### src/pkg/hbc_pkg.sv
// constants shared by the half-bridge chopping control core
package hbc_pkg;
  // ----------------------------------------
  // clock and generator timing
  // ----------------------------------------
  localparam int unsigned CLK_HZ = 200_000_000;
  localparam int unsigned STEPS_PER_PERIOD = 256;
  localparam int unsigned RATE0_HZ = 80;
  localparam int unsigned RATE1_HZ = 100;
  localparam int unsigned RATE2_HZ = 200;
  localparam int unsigned RATE3_HZ = 2000;
  // clocks per duty step, rounded down so no period runs long
  localparam int unsigned STEP_CLKS_0 = CLK_HZ / (RATE0_HZ * STEPS_PER_PERIOD);
  localparam int unsigned STEP_CLKS_1 = CLK_HZ / (RATE1_HZ * STEPS_PER_PERIOD);
  localparam int unsigned STEP_CLKS_2 = CLK_HZ / (RATE2_HZ * STEPS_PER_PERIOD);
  localparam int unsigned STEP_CLKS_3 = CLK_HZ / (RATE3_HZ * STEPS_PER_PERIOD);
  localparam int unsigned PRESC_W = 14;
  localparam int unsigned DUTY_W = 8;
  localparam int unsigned RATE_W = 2;

  // ----------------------------------------
  // rate codes
  // ----------------------------------------
  typedef enum logic [1:0] {
    HBC_RATE_80 = 2'b00,
    HBC_RATE_100 = 2'b01,
    HBC_RATE_200 = 2'b10,
    HBC_RATE_2K = 2'b11
  } hbc_rate_e;

  // ----------------------------------------
  // register byte offsets
  // ----------------------------------------
  localparam logic [7:0] SWITCH_ENABLE_REG_A_OFS = 8'h00;
  localparam logic [7:0] CHOP_SELECT_REG_OFS = 8'h04;
  localparam logic [7:0] FREEWHEEL_SELECT_REG_A_OFS = 8'h08;
  localparam logic [7:0] GENERATOR_MAP_REG_OFS = 8'h0C;
  localparam logic [7:0] GENERATOR_RATE_REG_OFS = 8'h10;
  localparam logic [7:0] STATUS_REG_OFS = 8'h14;
  localparam logic [7:0] DUTY_REG_BASE_OFS = 8'h20;
  localparam logic [7:0] REG_STRIDE = 8'h04;

  // ----------------------------------------
  // field positions and reset values
  // ----------------------------------------
  localparam int unsigned UPPER_BIT_POS = 0;
  localparam int unsigned LOWER_BIT_POS = 1;
  localparam int unsigned STATUS_STANDBY_POS = 31;
  localparam logic [31:0] REG_RESET_VAL = 32'h0000_0000;
  localparam logic [1:0] MAP_RESET_GEN1 = 2'b00;
  localparam hbc_rate_e RATE_RESET_VAL = HBC_RATE_80;
endpackage

### src/pkg/hbc_gen_if.sv
// carrier between the core and one chopping generator
`timescale 1ns/100ps
interface hbc_gen_if;
  logic [1:0] rate;
  logic [7:0] duty;
  logic pwm;
  modport ctl (output rate, output duty, input pwm);
  modport gen (input rate, input duty, output pwm);
endinterface

### src/core/hbc_gen.sv
// one chopping generator: 256 steps per period at a selectable rate
`timescale 1ns/100ps
module hbc_gen #(
  parameter int unsigned STEP_CLKS_0 = hbc_pkg::STEP_CLKS_0,
  parameter int unsigned STEP_CLKS_1 = hbc_pkg::STEP_CLKS_1,
  parameter int unsigned STEP_CLKS_2 = hbc_pkg::STEP_CLKS_2,
  parameter int unsigned STEP_CLKS_3 = hbc_pkg::STEP_CLKS_3
) (
  input wire logic pclk,
  input wire logic presetn,
  hbc_gen_if.gen gio
);
  import hbc_pkg::*;

  typedef struct packed {
    logic [PRESC_W-1:0] presc;
    logic [DUTY_W-1:0] step;
    logic pwm;
  } hbc_gen_s;

  hbc_gen_s st;
  hbc_gen_s next_st;
  logic [PRESC_W-1:0] step_last;

  // ----------------------------------------
  // rate divider and duty compare
  // ----------------------------------------
  always_comb begin
    next_st = st;
    case (gio.rate)
      HBC_RATE_80: step_last = PRESC_W'(STEP_CLKS_0 - 1);
      HBC_RATE_100: step_last = PRESC_W'(STEP_CLKS_1 - 1);
      HBC_RATE_200: step_last = PRESC_W'(STEP_CLKS_2 - 1);
      HBC_RATE_2K: step_last = PRESC_W'(STEP_CLKS_3 - 1);
      default: step_last = PRESC_W'(STEP_CLKS_0 - 1);
    endcase
    if (st.presc >= step_last) begin
      next_st.presc = '0;
      next_st.step = st.step + 8'h01;
    end else begin
      next_st.presc = st.presc + PRESC_W'(1);
    end
    next_st.pwm = (st.step < gio.duty);
  end

  always_ff @(posedge pclk or negedge presetn) begin
    if (!presetn) begin
      st <= '0;
    end else begin
      st <= next_st;
    end
  end

  assign gio.pwm = st.pwm;
endmodule

### src/core/hbc_top.sv
// half-bridge switch control with shared chopping generators behind apb
//
// Our own choices: the register addresses and register access over APB.
`timescale 1ns/100ps
// How it works
// - after reset every bridge runs continuous, switches follow enable bits, no chopping
// - upper and lower switches of each bridge follow their own enable bits
// - both enable bits set keeps the bridge high impedance until one clears
// - standby input low forces every bridge to high impedance
// - awake, upper 1 lower 0 drives the output high
// - awake, upper 0 lower 1 drives the output low
// - awake, both enable bits 0 leaves the output high impedance
// - each bridge has a chop-select bit that turns on chopping
// - chop-select clear means continuous mode; it resets clear
// - sync freewheel drives the opposite switch as complement of the chopped one
// - default asynchronous freewheel: both switches off during chop off time
// - generator select per bridge, two bits with four generators (00b gen 1 through 11b gen 4), three bits with eight
// - after reset every bridge selects generator 1
// - each generator rate field: 00b 80 Hz, 01b 100, 10b 200, 11b 2 kHz
// - each generator has its own independent 8-bit duty
// - rate fields share one register, each duty has its own register
// - four or eight generators, any one mappable to any bridge
// - chopping switches whichever side is enabled; opposite conducts only with sync freewheel
module hbc_top #(
  parameter int unsigned NUM_BRIDGE = 4,
  parameter int unsigned NUM_GEN = 4,
  parameter int unsigned STEP_CLKS_0 = hbc_pkg::STEP_CLKS_0,
  parameter int unsigned STEP_CLKS_1 = hbc_pkg::STEP_CLKS_1,
  parameter int unsigned STEP_CLKS_2 = hbc_pkg::STEP_CLKS_2,
  parameter int unsigned STEP_CLKS_3 = hbc_pkg::STEP_CLKS_3
) (
  input wire logic pclk,
  input wire logic presetn,
  input wire logic psel,
  input wire logic penable,
  input wire logic pwrite,
  input wire logic [7:0] paddr,
  input wire logic [31:0] pwdata,
  output logic [31:0] prdata,
  output logic pready,
  output logic pslverr,
  input wire logic standby_input_n,
  output logic [NUM_BRIDGE-1:0] bridge_upper_drive,
  output logic [NUM_BRIDGE-1:0] bridge_lower_drive
);
  import hbc_pkg::*;

  localparam int unsigned MAP_W = $clog2(NUM_GEN);

  // ----------------------------------------
  // parameter checks
  // ----------------------------------------
  generate
    if (NUM_BRIDGE < 1 || NUM_BRIDGE > 15) begin : g_bad_nb
      $error("bridge count must be 1 to 15");
    end
    if (NUM_GEN != 4 && NUM_GEN != 8) begin : g_bad_ng
      $error("generator count must be 4 or 8");
    end
    if (NUM_BRIDGE * MAP_W > 32 || NUM_GEN * RATE_W > 32) begin : g_bad_w
      $error("map or rate fields do not fit one register");
    end
    if (STEP_CLKS_0 < 1 || STEP_CLKS_0 >= (1 << PRESC_W) || STEP_CLKS_1 < 1 ||
        STEP_CLKS_1 >= (1 << PRESC_W) || STEP_CLKS_2 < 1 || STEP_CLKS_2 >= (1 << PRESC_W) ||
        STEP_CLKS_3 < 1 || STEP_CLKS_3 >= (1 << PRESC_W)) begin : g_bad_step
      $error("step counts out of range");
    end
  endgenerate

  // ----------------------------------------
  // state
  // ----------------------------------------
  typedef struct packed {
    logic stby_s1;
    logic stby_s2;
    logic [NUM_BRIDGE-1:0] upper_on;
    logic [NUM_BRIDGE-1:0] lower_on;
    logic [NUM_BRIDGE-1:0] chop;
    logic [NUM_BRIDGE-1:0] sync_fw;
    logic [NUM_BRIDGE*MAP_W-1:0] gen_sel;
    logic [NUM_GEN*RATE_W-1:0] rate;
    logic [NUM_GEN*DUTY_W-1:0] duty;
    logic [NUM_BRIDGE-1:0] upper_drv;
    logic [NUM_BRIDGE-1:0] lower_drv;
    logic [31:0] rdata;
    logic ready;
    logic err;
  } hbc_top_s;

  hbc_top_s st;
  hbc_top_s next_st;
  logic [NUM_GEN-1:0] gen_pwm;

  // ----------------------------------------
  // generators
  // ----------------------------------------
  hbc_gen_if gen_if[NUM_GEN]();

  generate
    for (genvar g = 0; g < NUM_GEN; g++) begin : g_gen
      assign gen_if[g].rate = st.rate[g*RATE_W +: RATE_W];
      assign gen_if[g].duty = st.duty[g*DUTY_W +: DUTY_W];
      assign gen_pwm[g] = gen_if[g].pwm;
      hbc_gen #(
        .STEP_CLKS_0(STEP_CLKS_0),
        .STEP_CLKS_1(STEP_CLKS_1),
        .STEP_CLKS_2(STEP_CLKS_2),
        .STEP_CLKS_3(STEP_CLKS_3)
      ) u_gen (
        .pclk(pclk),
        .presetn(presetn),
        .gio(gen_if[g])
      );
    end
  endgenerate

  // ----------------------------------------
  // register access and switch decode
  // ----------------------------------------
  always_comb begin
    logic hit;
    logic [31:0] rd;
    logic awake;
    logic chopped;
    logic [MAP_W-1:0] sel;
    hit = 1'b0;
    rd = REG_RESET_VAL;
    awake = 1'b0;
    chopped = 1'b0;
    sel = '0;
    next_st = st;

    // standby pin through two flops
    next_st.stby_s1 = standby_input_n;
    next_st.stby_s2 = st.stby_s1;

    // address decode and read mux
    case (paddr)
      SWITCH_ENABLE_REG_A_OFS: begin
        hit = 1'b1;
        for (int i = 0; i < NUM_BRIDGE; i++) begin
          rd[2*i+UPPER_BIT_POS] = st.upper_on[i];
          rd[2*i+LOWER_BIT_POS] = st.lower_on[i];
        end
      end
      CHOP_SELECT_REG_OFS: begin
        hit = 1'b1;
        rd[NUM_BRIDGE-1:0] = st.chop;
      end
      FREEWHEEL_SELECT_REG_A_OFS: begin
        hit = 1'b1;
        rd[NUM_BRIDGE-1:0] = st.sync_fw;
      end
      GENERATOR_MAP_REG_OFS: begin
        hit = 1'b1;
        rd[NUM_BRIDGE*MAP_W-1:0] = st.gen_sel;
      end
      GENERATOR_RATE_REG_OFS: begin
        hit = 1'b1;
        rd[NUM_GEN*RATE_W-1:0] = st.rate;
      end
      STATUS_REG_OFS: begin
        hit = 1'b1;
        for (int i = 0; i < NUM_BRIDGE; i++) begin
          rd[2*i+UPPER_BIT_POS] = st.upper_drv[i];
          rd[2*i+LOWER_BIT_POS] = st.lower_drv[i];
        end
        rd[STATUS_STANDBY_POS] = st.stby_s2;
      end
      default: begin
        for (int g = 0; g < NUM_GEN; g++) begin
          if (paddr == DUTY_REG_BASE_OFS + 8'(g) * REG_STRIDE) begin
            hit = 1'b1;
            rd[DUTY_W-1:0] = st.duty[g*DUTY_W +: DUTY_W];
          end
        end
      end
    endcase

    // one wait state, answer from flops
    next_st.ready = 1'b0;
    next_st.err = 1'b0;
    if (psel && penable && !st.ready) begin
      next_st.ready = 1'b1;
      next_st.err = !hit;
      next_st.rdata = (hit && !pwrite) ? rd : REG_RESET_VAL;
    end

    // writes land on the edge that completes the transfer
    if (psel && penable && st.ready && pwrite && hit) begin
      case (paddr)
        SWITCH_ENABLE_REG_A_OFS: begin
          for (int i = 0; i < NUM_BRIDGE; i++) begin
            next_st.upper_on[i] = pwdata[2*i+UPPER_BIT_POS];
            next_st.lower_on[i] = pwdata[2*i+LOWER_BIT_POS];
          end
        end
        CHOP_SELECT_REG_OFS: next_st.chop = pwdata[NUM_BRIDGE-1:0];
        FREEWHEEL_SELECT_REG_A_OFS: next_st.sync_fw = pwdata[NUM_BRIDGE-1:0];
        GENERATOR_MAP_REG_OFS: next_st.gen_sel = pwdata[NUM_BRIDGE*MAP_W-1:0];
        GENERATOR_RATE_REG_OFS: next_st.rate = pwdata[NUM_GEN*RATE_W-1:0];
        STATUS_REG_OFS: begin
        end
        default: begin
          for (int g = 0; g < NUM_GEN; g++) begin
            if (paddr == DUTY_REG_BASE_OFS + 8'(g) * REG_STRIDE) begin
              next_st.duty[g*DUTY_W +: DUTY_W] = pwdata[DUTY_W-1:0];
            end
          end
        end
      endcase
    end

    // switch drive per bridge
    awake = st.stby_s2;
    for (int i = 0; i < NUM_BRIDGE; i++) begin
      sel = st.gen_sel[i*MAP_W +: MAP_W];
      chopped = gen_pwm[sel];
      next_st.upper_drv[i] = 1'b0;
      next_st.lower_drv[i] = 1'b0;
      if (!awake) begin
        next_st.upper_drv[i] = 1'b0;
        next_st.lower_drv[i] = 1'b0;
      end else if (st.upper_on[i] && st.lower_on[i]) begin
        next_st.upper_drv[i] = 1'b0;
        next_st.lower_drv[i] = 1'b0;
      end else if (!st.chop[i]) begin
        next_st.upper_drv[i] = st.upper_on[i];
        next_st.lower_drv[i] = st.lower_on[i];
      end else if (st.upper_on[i]) begin
        next_st.upper_drv[i] = chopped;
        next_st.lower_drv[i] = st.sync_fw[i] && !chopped;
      end else if (st.lower_on[i]) begin
        next_st.lower_drv[i] = chopped;
        next_st.upper_drv[i] = st.sync_fw[i] && !chopped;
      end
    end
  end

  // ----------------------------------------
  // registers
  // ----------------------------------------
  always_ff @(posedge pclk or negedge presetn) begin
    if (!presetn) begin
      st <= '0;
    end else begin
      st <= next_st;
    end
  end

  assign prdata = st.rdata;
  assign pready = st.ready;
  assign pslverr = st.err;
  assign bridge_upper_drive = st.upper_drv;
  assign bridge_lower_drive = st.lower_drv;
endmodule

### config.mk
export PLATFORM = sky130hd
export DESIGN_NAME = hbc_top
export DESIGN_NICKNAME = d
export VERILOG_FILES = /design/src/pkg/hbc_pkg.sv /design/src/pkg/hbc_gen_if.sv /design/src/core/hbc_gen.sv /design/src/core/hbc_top.sv
export SDC_FILE = /design/constraint.sdc
export NUM_CORES = 1
export LEC_CHECK = 0
export BUFFER_PORTS_ARGS = -buffer_cell sky130_fd_sc_hd__buf_2
export CORE_MARGIN = 1.5
export CORE_UTILIZATION = 33
export CTS_CLUSTER_SIZE = 16
export DETAILED_ROUTE_END_ITERATION = 8
export GPL_TIMING_DRIVEN = 1
export HOLD_SLACK_MARGIN = 0.08
export PLACE_DENSITY = 0.56
export SLEW_MARGIN = 20
export SYNTH_ARGS = -nofsm -noshare
export SYNTH_HDL_FRONTEND = slang
export SYNTH_SLANG_ARGS = --single-unit
### constraint.sdc
create_clock -name pclk -period 5.1 [get_ports pclk]
set_clock_uncertainty 0.05 [all_clocks]
set_input_delay 0.255 -clock pclk [delete_from_list [all_inputs] [get_ports pclk]]
set_output_delay 0.255 -clock pclk [all_outputs]
set_load 0.02 [all_outputs]
### Word level (Yosys, flattened, before mapping)

Cells that the tools add are included.
W data, S select, Z words.

* word-level logic and storage cells: 178
* flip-flop bits (word level): 200
* output and inout bits: 42

* order comparisons: 12
* equal/unequal tests: 21
* bitwise operators: 1
* mux-type cells: 70
* reduce and logical (&&, ||, !) cells: 37
* add/subtract/negate cells: 8

Operators by type and width (count)
* $pmux W14 S4: 4
* $add A14 B1 Y14 const B: 4
* $ge A14 B14 Y1: 4
* $mux W14: 4
* $mux W1: 50
* $add A8 B1 Y8 const B: 4
* $eq A8 B6 Y1 const B: 4
* $lt A8 B8 Y1: 4
* $mux W32: 1
* $mux W8: 4
* $pmux W4 S6: 1
* $pmux W4 S5: 1
* $eq A2 B2 Y1 const B: 8
* $eq A8 B4 Y1 const B: 2
* $eq A8 B5 Y1 const B: 2
* $logic_and A1 B1 Y1: 14
* $lt A2 B3 Y1 const B: 4
* $reduce_and A3 Y1: 4
* $reduce_and A2 Y1: 5
* $bmux W1 S2: 4
* $eq A2 B1 Y1 const B: 4
* $eq A8 B3 Y1 const B: 1
* $logic_not A2 Y1: 4
* $logic_not A8 Y1: 1
* 5 further kinds: 11

### Longest topological paths before layout

Gate-level depths: netlist of the first run.

* depth after elaboration: 9
* gate-level depth with buffers: 12

### Hierarchy

Synthesis of the first run repeated with hierarchy kept, for this count alone.

* cells, all modules: 998
* area, all modules: 10749.1 sq um

Modules (own cells, without submodules)
* hbc_top: sequential area each 2127.0 sq um, cells an instance 364, instances 1, area an instance 4469.3 sq um
* hbc_gen (g_gen[1].u_gen): sequential area each 575.6 sq um, cells an instance 154, instances 1, area an instance 1635.3 sq um
* hbc_gen (g_gen[0].u_gen): sequential area each 575.6 sq um, cells an instance 161, instances 1, area an instance 1571.5 sq um
* hbc_gen (g_gen[2].u_gen): sequential area each 575.6 sq um, cells an instance 163, instances 1, area an instance 1554.0 sq um
* hbc_gen (g_gen[3].u_gen): sequential area each 575.6 sq um, cells an instance 156, instances 1, area an instance 1519.0 sq um

### Worst setup path before layout of the first run

OpenSTA, ideal clock, no wires.

* path type: register to register
* from: reg st (netlist bit gen_if[3].rate[0])
* to: reg g_gen[3].u_gen.st[2] (netlist name)
* cell stages (with the launch flop): 11
* data arrival time: 2455 ps
* path slack: 2467 ps
* required time: 4922 ps
* buffers on the path: 1
* cell sequence: dfrtp_1 > inv_1 > ha_1 > inv_1 > ha_1 > nand2_1 > or4_1 > a31oi_2 > or2_1 > buf_2 > mux2_1

* longest elaborated chain between the ends: 3

RTL lines
* from (decl): RTL line hbc_top.sv:90 `hbc_top_s st;`
* from (signal assigned): RTL line hbc_top.sv:247 `st <= next_st;`
* $eq A2 B2 Y1 (tied with other cells): RTL line hbc_gen.sv:30 `case (gio.rate)`
* $pmux W14 S4 *: RTL line hbc_gen.sv:30
* $ge A14 B14 Y1 *: RTL line hbc_gen.sv:37 `if (st.presc >= step_last) begin`
* to (signal assigned): RTL line hbc_gen.sv:50 `st <= next_st;`
* to (decl): RTL line hbc_gen.sv:21 `hbc_gen_s st;`

Mark *: on every way between the ends. The rest lies on a longest branch, timed or not. The select of a mux whose other input is x is not followed.
A chain may end at the register's enable or synchronous reset.

### Worst setup path after layout of the first run

Same ends and word-level chain as after synthesis.

==> results of run 1 <==
-- sequential cells by signal, indices dropped and copies added (netlist names), 4 cells and up --
register / flops
bridge_lower_drive: 4
bridge_upper_drive: 4
g_gen.u_gen.gio.pwm: 4
g_gen.u_gen.st: 88
gen_if.duty: 32
gen_if.rate: 8
prdata: 9
st: 25
-- cells in the mapped netlist, types with 5 or more instances --
cell,count,area [um2]
dfrtp_1,177,4429
ha_1,102,1276
nor2_1,82,307.8
inv_1,69,259.0
nand2_1,65,244.0
o21ai_0,44,220.2
buf_4,40,300.3
mux2_2,38,427.9
xnor2_1,38,332.8
xor2_1,36,315.3
nand3_1,35,175.2
a21oi_1,30,150.1
nand4_1,22,137.6
a21o_1,12,90.09
clkbuf_1,11,41.29
mux4_2,11,247.7
buf_2,10,50.05
and3_1,9,56.30
nor2b_1,9,56.30
or3b_2,9,78.83
a21boi_0,8,60.06
mux2_4,8,120.1
mux2i_1,8,80.08
nand2b_1,8,50.05
nand4b_1,8,70.07
and4_1,7,61.31
nor3_1,7,35.03
or3_1,7,43.79
a211oi_1,6,45.04
o21a_1,6,45.04
o22ai_1,6,37.54
a32o_1,5,50.05
and2_1,5,31.28
-- layout make-up --
type / instances / area [um2]
antenna: 1 / 2.502
sequential: 177 / 4429
tap: 396 / 495.5
inverter: 69 / 259.0
clock buffer: 19 / 442.9
fill: 3075 / 19310
clock inverter: 13 / 138.9
multi-input combinational: 695 / 5309
timing repair buffer: 48 / 279.0
-- metrics by stage --
stage                     power, mW  cell area (um2)  utilization [%]  hold slack, ns
after global placement        1.547            10730            34.99          0.2602
final                         2.831            11360            37.03          0.1147
after CTS                     2.871            11350            37.02         0.09717
after floorplan               1.503            10410                -        -0.09059
after global routing          2.939            11350            37.02          0.1226
after detailed placement      1.549            10730            34.99          0.2615
-- kinds of logic after synthesis --
kind of cell,count (synthesis),share of synthesized area (%)
XOR/XNOR,74,6.278
adder cells (fa/ha/maj),102,12.36
AO/OA/AOI/OAI,144,9.017
other,1,0.03632
flip-flops,177,42.90
AND/OR/NAND/NOR,286,14.29
multiplexers,66,8.593
buffers and inverters,134,6.520
-- power by group through the flow --
stage / Sequential [mW] / Combinational [mW] / Clock (mW)
6_report: 1.41 / 0.110 / 1.31
5_1_grt: 1.41 / 0.123 / 1.41
3_3_place_gp: 1.44 / 0.110 / 0
3_5_place_dp: 1.44 / 0.111 / 0
4_1_cts: 1.41 / 0.113 / 1.35
2_1_floorplan: 1.44 / 0.0650 / 0
-- critical path: stages (launching register included) --
cell and delay, ns:
dfrtp_1 0.42, inv_1 0.11, ha_1 0.32, inv_1 0.05
ha_1 0.28, nand2_1 0.05, or4_1 0.52, a31oi_2 0.32
or2_1 0.53, mux2_1 0.37
-- repair_timing --
action                                  CTS  global route
endpoints found under the hold margin    70             0
hold buffers                              4             0
endpoints found under the setup margin    0             0
-- worst min path at each step --
stage	startpoint	to	slack (ns)	depth (start not counted)
floorplan	presetn	bridge_lower_drive[0]	-0.09	0
global placement	presetn	g_gen[0].u_gen.st[11]	0.26	1
detailed placement	presetn	g_gen[0].u_gen.st[14]	0.26	1
CTS	pwdata[6]	gen_if[3].duty[6]	0.1	3
global route	pwdata[6]	gen_if[3].duty[6]	0.12	3
finish	pwdata[6]	gen_if[3].duty[6]	0.11	3
-- routing by layer --
layer | wire length [um] | track usage [%] | part of all wire, % | up-vias
li1 | - | - | - | 3437
met1 | 10810 | 19.81 | 49 | 3400
met2 | 10190 | 22.62 | 46 | 135
met3 | 989 | 3.059 | 4.4 | 23
met4 | 267 | 3.933 | 1.2 | 0
met5 | 0 | 0 | 0 | -
==> impl_metrics.toml, run 1 <==
[grt]
grt_pass1_wl_um = 37260
overflow = 0
grt_max_degree = 71
track_usage_pct = 14.33
antenna_found_initial = 1
grt_pass1_vias = 6914

[clock_tree]
clk_pin_slew_ns = 0.08
cts.sinks = 177
cts_tree = "yes"
cts_buffer_depth = 2
htreeDepth = 4
clock_latency_ns = 0.43
postCtsSetupBuffers = 0
post_cts_resized = 0
numCtsBuffers = 17
cts_root_buf = "clkbuf_16"

[route]
viasPerCell = 4.933
drt_iter0_markers = 454
drtPass1Iterations = 5
dr_total_vias = 6995
ant_nets = 0
wl_per_cell_um = 15.69
drt_wl_total_um = 22250
route.detailed.drc = 0

[floorplan]
die_area_mm2 = 0.03235
die_h_um = 179.9
io_pins = 88
initial_core_util_pct = 33.66
die_w_um = 179.9
core-area_mm2 = 0.03067
rows = 64

[sta]
min_period_ns = 3.123
final_max_slew_viol_count = 0
tightest_slew_ns = 0.9569
fin_crit_sh_pct = 61.24
fin_ws_ns = 1.977
tns_ns = 0
finalHoldViolCount = 0
rsz0062_at_grt = "false"
setup_viol = 0
relSlewSlack_pct = 35.97
timing.fmax_mhz = 320.2

[power_and_ir_drop]
combPwrFrac_pct = 3.9
switchingPower_mw = 0.6925
ir_drop_mv = 0.1676
p_leak_nw = 5.562
p_sw_share_pct = 24.46
internal_power_mw = 2.139
clkPwrFrac_pct = 46.3
seqPwrFrac_pct = 49.8
powerDensity_mw_per_mm2 = 249.3

[cells_and_area]
drive_gt1_share_pct = 14.50
layout.cells.most_common_list = "dfrtp_1 (177), ha_1 (102), nor2_1 (82)"
final_common_cell = "dfrtp_1"
nNetsFinal = 1156
area_delta_synth_final_pct = 9.999
finalNonFillerCells = 1418

[setup_path]
cp_data_arrival_time_ns = 3.40
critPathCapture = "g_gen[3].u_gen.st[2]"
startpoint_type = "register"
regToRegStartpoint = "gen_if[3].rate[0]"
rr_endpoint = "g_gen[3].u_gen.st[2]"
cp-startpoint = "gen_if[3].rate[0]"
critPathKind = "register to register"
crit_fanout = 16
cp-end-kind = "register"
cp.required_ns = 5.37
r2r_cells = 9
regToRegSetupSlack_ns = 1.98

[outcome]
outcome = "completed"

[synthesis]
synth_area_per_cell_um2 = 10.49
synth_ff_type = "dfrtp_1"
synth-seq-cells = 177
ys_warn_count = 0
async_reset_ff_share_pct = 100.0
yosysUniqueCellTypes = 60
synth_edf_count = 0
netlist_area_mm2 = 0.01032
syn_inst = 984
yosysSeqAreaShare_pct = 42.90

[place]
place_ws_ns = 1.931
gp_congestion = 0.8559
numPortBuffers = 40
place.detailed.hpwl_um = 16220
dp.cells = 1381

[flow_run]
drv_cap = 0

[worst_hold_path]
hold_class = "input port to register"
(Power assumes the default switching activity.)
==> inputs of run 2 (changes only) <==
- ABC_AREA: not set -> 1
- PLACE_DENSITY: 0.56 -> 0.58
- clock period: 5.1 -> 2.74 ns (I/O delays scaled with it)
==> run 2 against run 1 <==
  * Worst hold slack better by 0.012 ns
  * Area after synthesis grew 10%
  * Clock-buffer cell count fell by 2
  * First-iteration DRC count up 13%
  * Global-route usage up 1.1 points
  * Core utilization up 0.46 points
  * Maximum frequency increased by 24%
  * Cell area is 11% higher
  * Combinational power grew 82%
  * Total power up 84%
  * Sequential share of layout area decreased by 3.9 points
  * Highest routed layer unchanged
==> impl_metrics.toml, run 2 <==
[sta]
min_period_ns = 2.511
finalHoldViolCount = 0
setup_viol = 0
fin_crit_sh_pct = 91.64
timing.fmax_mhz = 398.3
rsz0062_at_grt = "false"
tightest_slew_ns = 0.6599
tns_ns = 0
final_max_slew_viol_count = 0
relSlewSlack_pct = 56.01

[clock_tree]
numCtsBuffers = 17
cts.sinks = 177
clk_pin_slew_ns = 0.08
clock_latency_ns = 0.44
postCtsSetupBuffers = 0
cts_root_buf = "clkbuf_16"
cts_tree = "yes"
htreeDepth = 4
cts_buffer_depth = 2

[route]
drtPass1Iterations = 5
ant_nets = 0
viasPerCell = 4.702
wl_per_cell_um = 13.63
route.detailed.drc = 0
drt_iter0_markers = 515
drt_wl_total_um = 26390
dr_total_vias = 9103

[grt]
grt_max_degree = 78
overflow = 0
antenna_found_initial = 1
grt_pass1_wl_um = 44500
track_usage_pct = 15.46
grt_pass1_vias = 8832

[place]
place.detailed.hpwl_um = 19890
dp.cells = 1898
numPortBuffers = 40
gp_congestion = 0.8190

[synthesis]
yosysUniqueCellTypes = 40
synth-seq-cells = 177
synth_commonest_cells = "nand2_1 (343), dfrtp_1 (177), inv_1 (176), nor2_1 (135), ha_1 (102)"
synth_edf_count = 0
ys_warn_count = 0
yosys.area.top_type_share_pct = 38.94
syn_inst = 1422
yosysSeqAreaShare_pct = 38.94
netlist_area_mm2 = 0.01137
async_reset_ff_share_pct = 100.0
synthMostInstantiatedCell = "nand2_1"
synth_area_per_cell_um2 = 7.999
synth_top_area_cell = "dfrtp_1"
synth.area.top_cells = "dfrtp_1 (39%), nand2_1 (11%), ha_1 (11%)"
synth_ff_type = "dfrtp_1"

[floorplan]
die_h_um = 188.7
initial_core_util_pct = 33.75
io_pins = 88
die_area_mm2 = 0.03559
core-area_mm2 = 0.03370
die_w_um = 188.7
rows = 67

[worst_hold_path]
hold-path-cell-count = 3
hold_class = "input port to register"

[setup_path]
crit_fanout = 14
critPathKind = "register to register"
crit_path_cell_trace = "inv_1 > ha_1 > inv_1 > ha_1 > inv_1 > nor3_1 > nor3b_1 > nand2_2 > nand3_1 > buf_4 > nand2_1 > nand2_1"
cp-end-kind = "register"
startpoint_type = "register"
critPathSlowestCell = "dfrtp_1"
cp.required_ns = 3.07
crit_top_cell = "inv_1"
cp_data_arrival_time_ns = 2.84
r2r_cells = 12
worst_path_largest_cell_delay_ns = 0.45

[cells_and_area]
drive_gt1_share_pct = 10.56
largest_reg_flops = 88
layout.cells.most_common_list = "nand2_1 (341), dfrtp_1 (177), inv_1 (176)"
area_delta_synth_final_pct = 11.07
regMostFlops = "g_gen.u_gen.st"
finalNonFillerCells = 1936
nNetsFinal = 1622
final_common_cell = "nand2_1"

[flow_run]
drv_cap = 0

[power_and_ir_drop]
ir_drop_mv = 0.4156
p_leak_nw = 6.350
powerDensity_mw_per_mm2 = 412.6

[outcome]
outcome = "completed"
[run 2: worst max-delay path: cells and delay by family (launching register included)]
| family | cells | cell delay, ns |
|---|---|---|
| AND/OR/NAND/NOR | 6 | 0.94 |
| adder cells (fa/ha/maj) | 2 | 0.60 |
| flip-flops | 1 | 0.45 |
| buffers and inverters | 4 | 0.40 |
[run 2: kinds of logic (layout without fill, tap and decap cells)]
kind of cell / count (synthesis) / count (layout) / synth area share (%)
compound gates: 175 / 175 / 8.833
flops: 177 / 177 / 38.94
xor+xnor: 56 / 56 / 4.312
simple gates: 674 / 674 / 26.93
buf+inv: 237 / 280 / 9.735
fa+ha+maj: 102 / 102 / 11.22
other cells: 1 / 24 / 0.03297
[run 2: what timing repair did]
| action | in CTS | in global routing |
|---|---|---|
| gates resized for setup | 0 | 4 |
| hold buffers | 5 | 0 |
| setup endpoints to repair | 0 | 35 |
| hold endpoints to repair | 78 | 0 |
[run 2: path summary, 6_finish.rpt]
path	slack, ns	start	end
setup / recovery	0.23	gen_if[3].rate[1]	g_gen[3].u_gen.st[7]
hold / removal	0.13	pwdata[7]	st[101]
setup reg to reg	0.23	gen_if[3].rate[1]	g_gen[3].u_gen.st[7]
hold reg to reg	0.31	next_st[106]	st[106]
max in group asynchronous	1.57	presetn	g_gen[2].u_gen.st[20]
min in group asynchronous	0.23	presetn	g_gen[1].u_gen.st[15]
[run 2: final cells by class]
| cell class | count | area (um2) |
|---|---|---|
| Antenna cell | 1 | 2.502 |
| Clock buffer | 17 | 425.4 |
| Clock inverter | 15 | 143.9 |
| Fill cell | 3516 | 21070 |
| Inverter | 179 | 671.9 |
| Multi-Input combinational cell | 1030 | 5936 |
| Sequential cell | 177 | 4429 |
| Tap cell | 448 | 560.5 |
| Timing Repair Buffer | 69 | 464.2 |
[run 2: per-stage QoR]
| stage | total power, mW | hold slack (ns) | util (%) | cell area, um2 | worst slack, ns |
|---|---|---|---|---|---|
| 6_report | 5.213 | 0.1269 | 37.49 | 12630 | 0.2290 |
| 5_1_grt | 5.403 | 0.1396 | 37.49 | 12630 | 0.01676 |
| 4_1_cts | 5.282 | 0.1178 | 37.44 | 12620 | 0.1426 |
| 3_5_place_dp | 2.866 | 0.1718 | 35.60 | 12000 | 0.1609 |
| 3_3_place_gp | 2.865 | 0.1746 | 35.60 | 12000 | 0.2595 |
| 2_1_floorplan | 2.777 | -0.2086 | - | 11460 | 0.4482 |
[run 2: power by group]
part           leakage [nW]  switching [mW]  total, mW  internal (mW)
clock network         0.259            1.20       2.40           1.20
registers              2.41         0.00183       2.62           2.61
logic                  3.68           0.163      0.200         0.0364
total                  6.35            1.36       5.21           3.85
[run 2: routing by layer]
layer  global-route usage [%]  up-vias  share of wire, %
li1                         -     4673                 -
met1                    20.91     4248                48
met2                    25.47      158                47
met3                    2.570       24               3.3
met4                    4.243        0               1.4
met5                        0        -                 0
==> inputs of run 3 (changes only) <==
- PLACE_DENSITY: 0.58 -> 0.47
- clock period: 2.74 -> 2.8 ns (I/O delays scaled with it)
==> run 3 against run 2 <==
  * Sequential share of layout area is essentially flat
  * Setup slack gained 0.11 ns
  * Die area is the same
  * First-iteration DRC count shrank 0.58%
  * Clock-buffer cell count grew 3
  * Highest routed layer unchanged
  * Worst hold slack gained 0.033 ns
==> impl_metrics.toml, run 3 (synthesized netlist as in run 2, its figures left out) <==
[route]
drtPass1Iterations = 4
viasPerCell = 4.687
wl_met1_um = 13450
highest_layer = "met4"
wl_met3_um = 761
dr_wl_met2_um = 13330
drt_iter0_markers = 512
wl_per_cell_um = 14.40
dr_total_vias = 9084
ant_nets = 0
route.detailed.drc = 0
drt_wl_total_um = 27900

[setup_path]
regToRegSetupSlack_ns = 0.34
cp_num_buf_inv = 4
cp_data_arrival_time_ns = 2.74
cp-end-kind = "register"
critPathTopFamily = "simple AND/OR/NAND/NOR gates"
rr_endpoint = "g_gen[1].u_gen.st[18]"
crit_top_cell = "inv_1"
crit_fanout = 14
regToRegStartpoint = "gen_if[1].rate[0]"
startpoint_type = "register"
worst_path_largest_cell_delay_ns = 0.47
r2r_cells = 11
cp.required_ns = 3.08
crit_path_cell_trace = "inv_1 > ha_1 > inv_1 > ha_1 > inv_1 > nor3_1 > nor3b_1 > nand2_1 > nand3_1 > buf_4 > nor2_1"
critPathSlowestCell = "dfrtp_1"
critPathKind = "register to register"

[place]
gp_congestion = 0.7884
place.detailed.hpwl_um = 20880
place_ws_ns = 0.3337
dp.cells = 1903
numPortBuffers = 40

[sta]
fin_crit_sh_pct = 87.72
setup_viol = 0
fin_ws_ns = 0.3439
timing.fmax_mhz = 407.1
tightest_slew_ns = 0.6776
finalHoldViolCount = 0
rsz0062_at_grt = "false"
tns_ns = 0
final_max_slew_viol_count = 0
whs_ns = 0.1599
relSlewSlack_pct = 54.83
min_period_ns = 2.456

[worst_hold_path]
hold-path-cell-count = 3
hold_end = "gen_if[0].duty[5]"
hold_class = "input port to register"
hp-start = "pwdata[5]"

[cells_and_area]
final_util_pct = 37.50
diodes = 0
area_delta_synth_final_pct = 11.09
multi_input_area_mm2 = 0.005921
layout.cells.most_common_list = "nand2_1 (343), dfrtp_1 (177), inv_1 (176)"
finalNonFillerCells = 1938
nFillCells = 3586
regArea_mm2 = 0.004429
final_common_cell = "nand2_1"
largest_reg_flops = 88
nNetsFinal = 1627
drive_gt1_share_pct = 10.27
regMostFlops = "g_gen.u_gen.st"

[grt]
overflow = 0
grt_max_degree = 76
grt_pass1_vias = 8820
grt_pass1_wl_um = 46110
track_usage_pct = 16.30
antenna_found_initial = 0

[clock_tree]
numCtsBuffers = 17
clock_latency_ns = 0.44
postCtsSetupBuffers = 0
htreeDepth = 4
clk_pin_slew_ns = 0.08
cts.sinks = 177
cts_tree = "yes"
cts_root_buf = "clkbuf_16"
cts_buffer_depth = 2

[floorplan]
die_h_um = 188.7
rows = 67
die_w_um = 188.7
die_area_mm2 = 0.03559
core-area_mm2 = 0.03370
io_pins = 88
initial_core_util_pct = 33.75

[power_and_ir_drop]
p_leak_nw = 6.377
ir_drop_mv = 0.4098
powerDensity_mw_per_mm2 = 410.0

[outcome]
outcome = "completed"

[flow_run]
drv_cap = 0
-- run 3: changes by cell type in the layout (fill, tap and decap cells not counted), sizes merged --
cell and delta:
buf +5, clkinvlp -5, clkbuf +3, inv -3
bufinv +2, clkinv +1, diode -1
-- run 3: layout make-up --
class	count	share of cell area, %
clock inverters	10	1.010
clock buffers	20	3.456
inverters	179	5.317
multi-input cells	1030	46.86
well taps	448	4.436
flip-flops and latches	177	35.05
repair buffers	74	3.872
-- run 3: worst reg2reg max path, stage by stage, from the launching register on --
cell and delay (ns):
dfrtp_1 0.47, inv_1 0.13, ha_1 0.34, inv_1 0.05, ha_1 0.28, inv_1 0.05
nor3_1 0.27, nor3b_1 0.22, nand2_1 0.09, nand3_1 0.09, buf_4 0.21, nor2_1 0.08
-- run 3: worst max path at each step --
| stage | from | endpoint | slack, ns | cells after the start |
|---|---|---|---|---|
| 2_1_floorplan | gen_if[2].rate[1] | g_gen[2].u_gen.st[17] | 0.51 | 11 |
| 3_3_place_gp | gen_if[0].rate[0] | g_gen[0].u_gen.st[19] | 0.36 | 11 |
| 3_5_place_dp | gen_if[1].rate[0] | g_gen[1].u_gen.st[21] | 0.33 | 11 |
| 4_1_cts | gen_if[1].rate[0] | g_gen[1].u_gen.st[18] | 0.33 | 11 |
| 5_1_grt | gen_if[0].rate[0] | g_gen[0].u_gen.st[5] | 0.08 | 12 |
| 6_report | gen_if[1].rate[0] | g_gen[1].u_gen.st[18] | 0.34 | 11 |
-- run 3: layer usage --
metal,GRT usage (%),up-vias
met3,2.738,23
met4,4.090,0
met2,27.49,107
met5,0,-
met1,21.64,4250
li1,-,4704
-- run 3: timing repair --
action,CTS,global route
hold buffers,5,0
setup endpoints to repair,0,0
hold endpoints to repair,75,0
resized for setup,0,0
-- run 3: metrics by stage --
stage	area (um2)	total power [mW]
floorplan	11460	2.718
global placement	12020	2.810
detailed placement	12020	2.812
CTS	12640	5.264
global route	12640	5.377
finish	12640	5.180
-- run 3: where the power goes --
group | total (mW) | leakage, nW | switching, mW | internal, mW
combinational | 0.200 | 3.69 | 0.164 | 0.0365
clock | 2.42 | 0.273 | 1.10 | 1.32
sequential | 2.56 | 2.41 | 0.00172 | 2.56
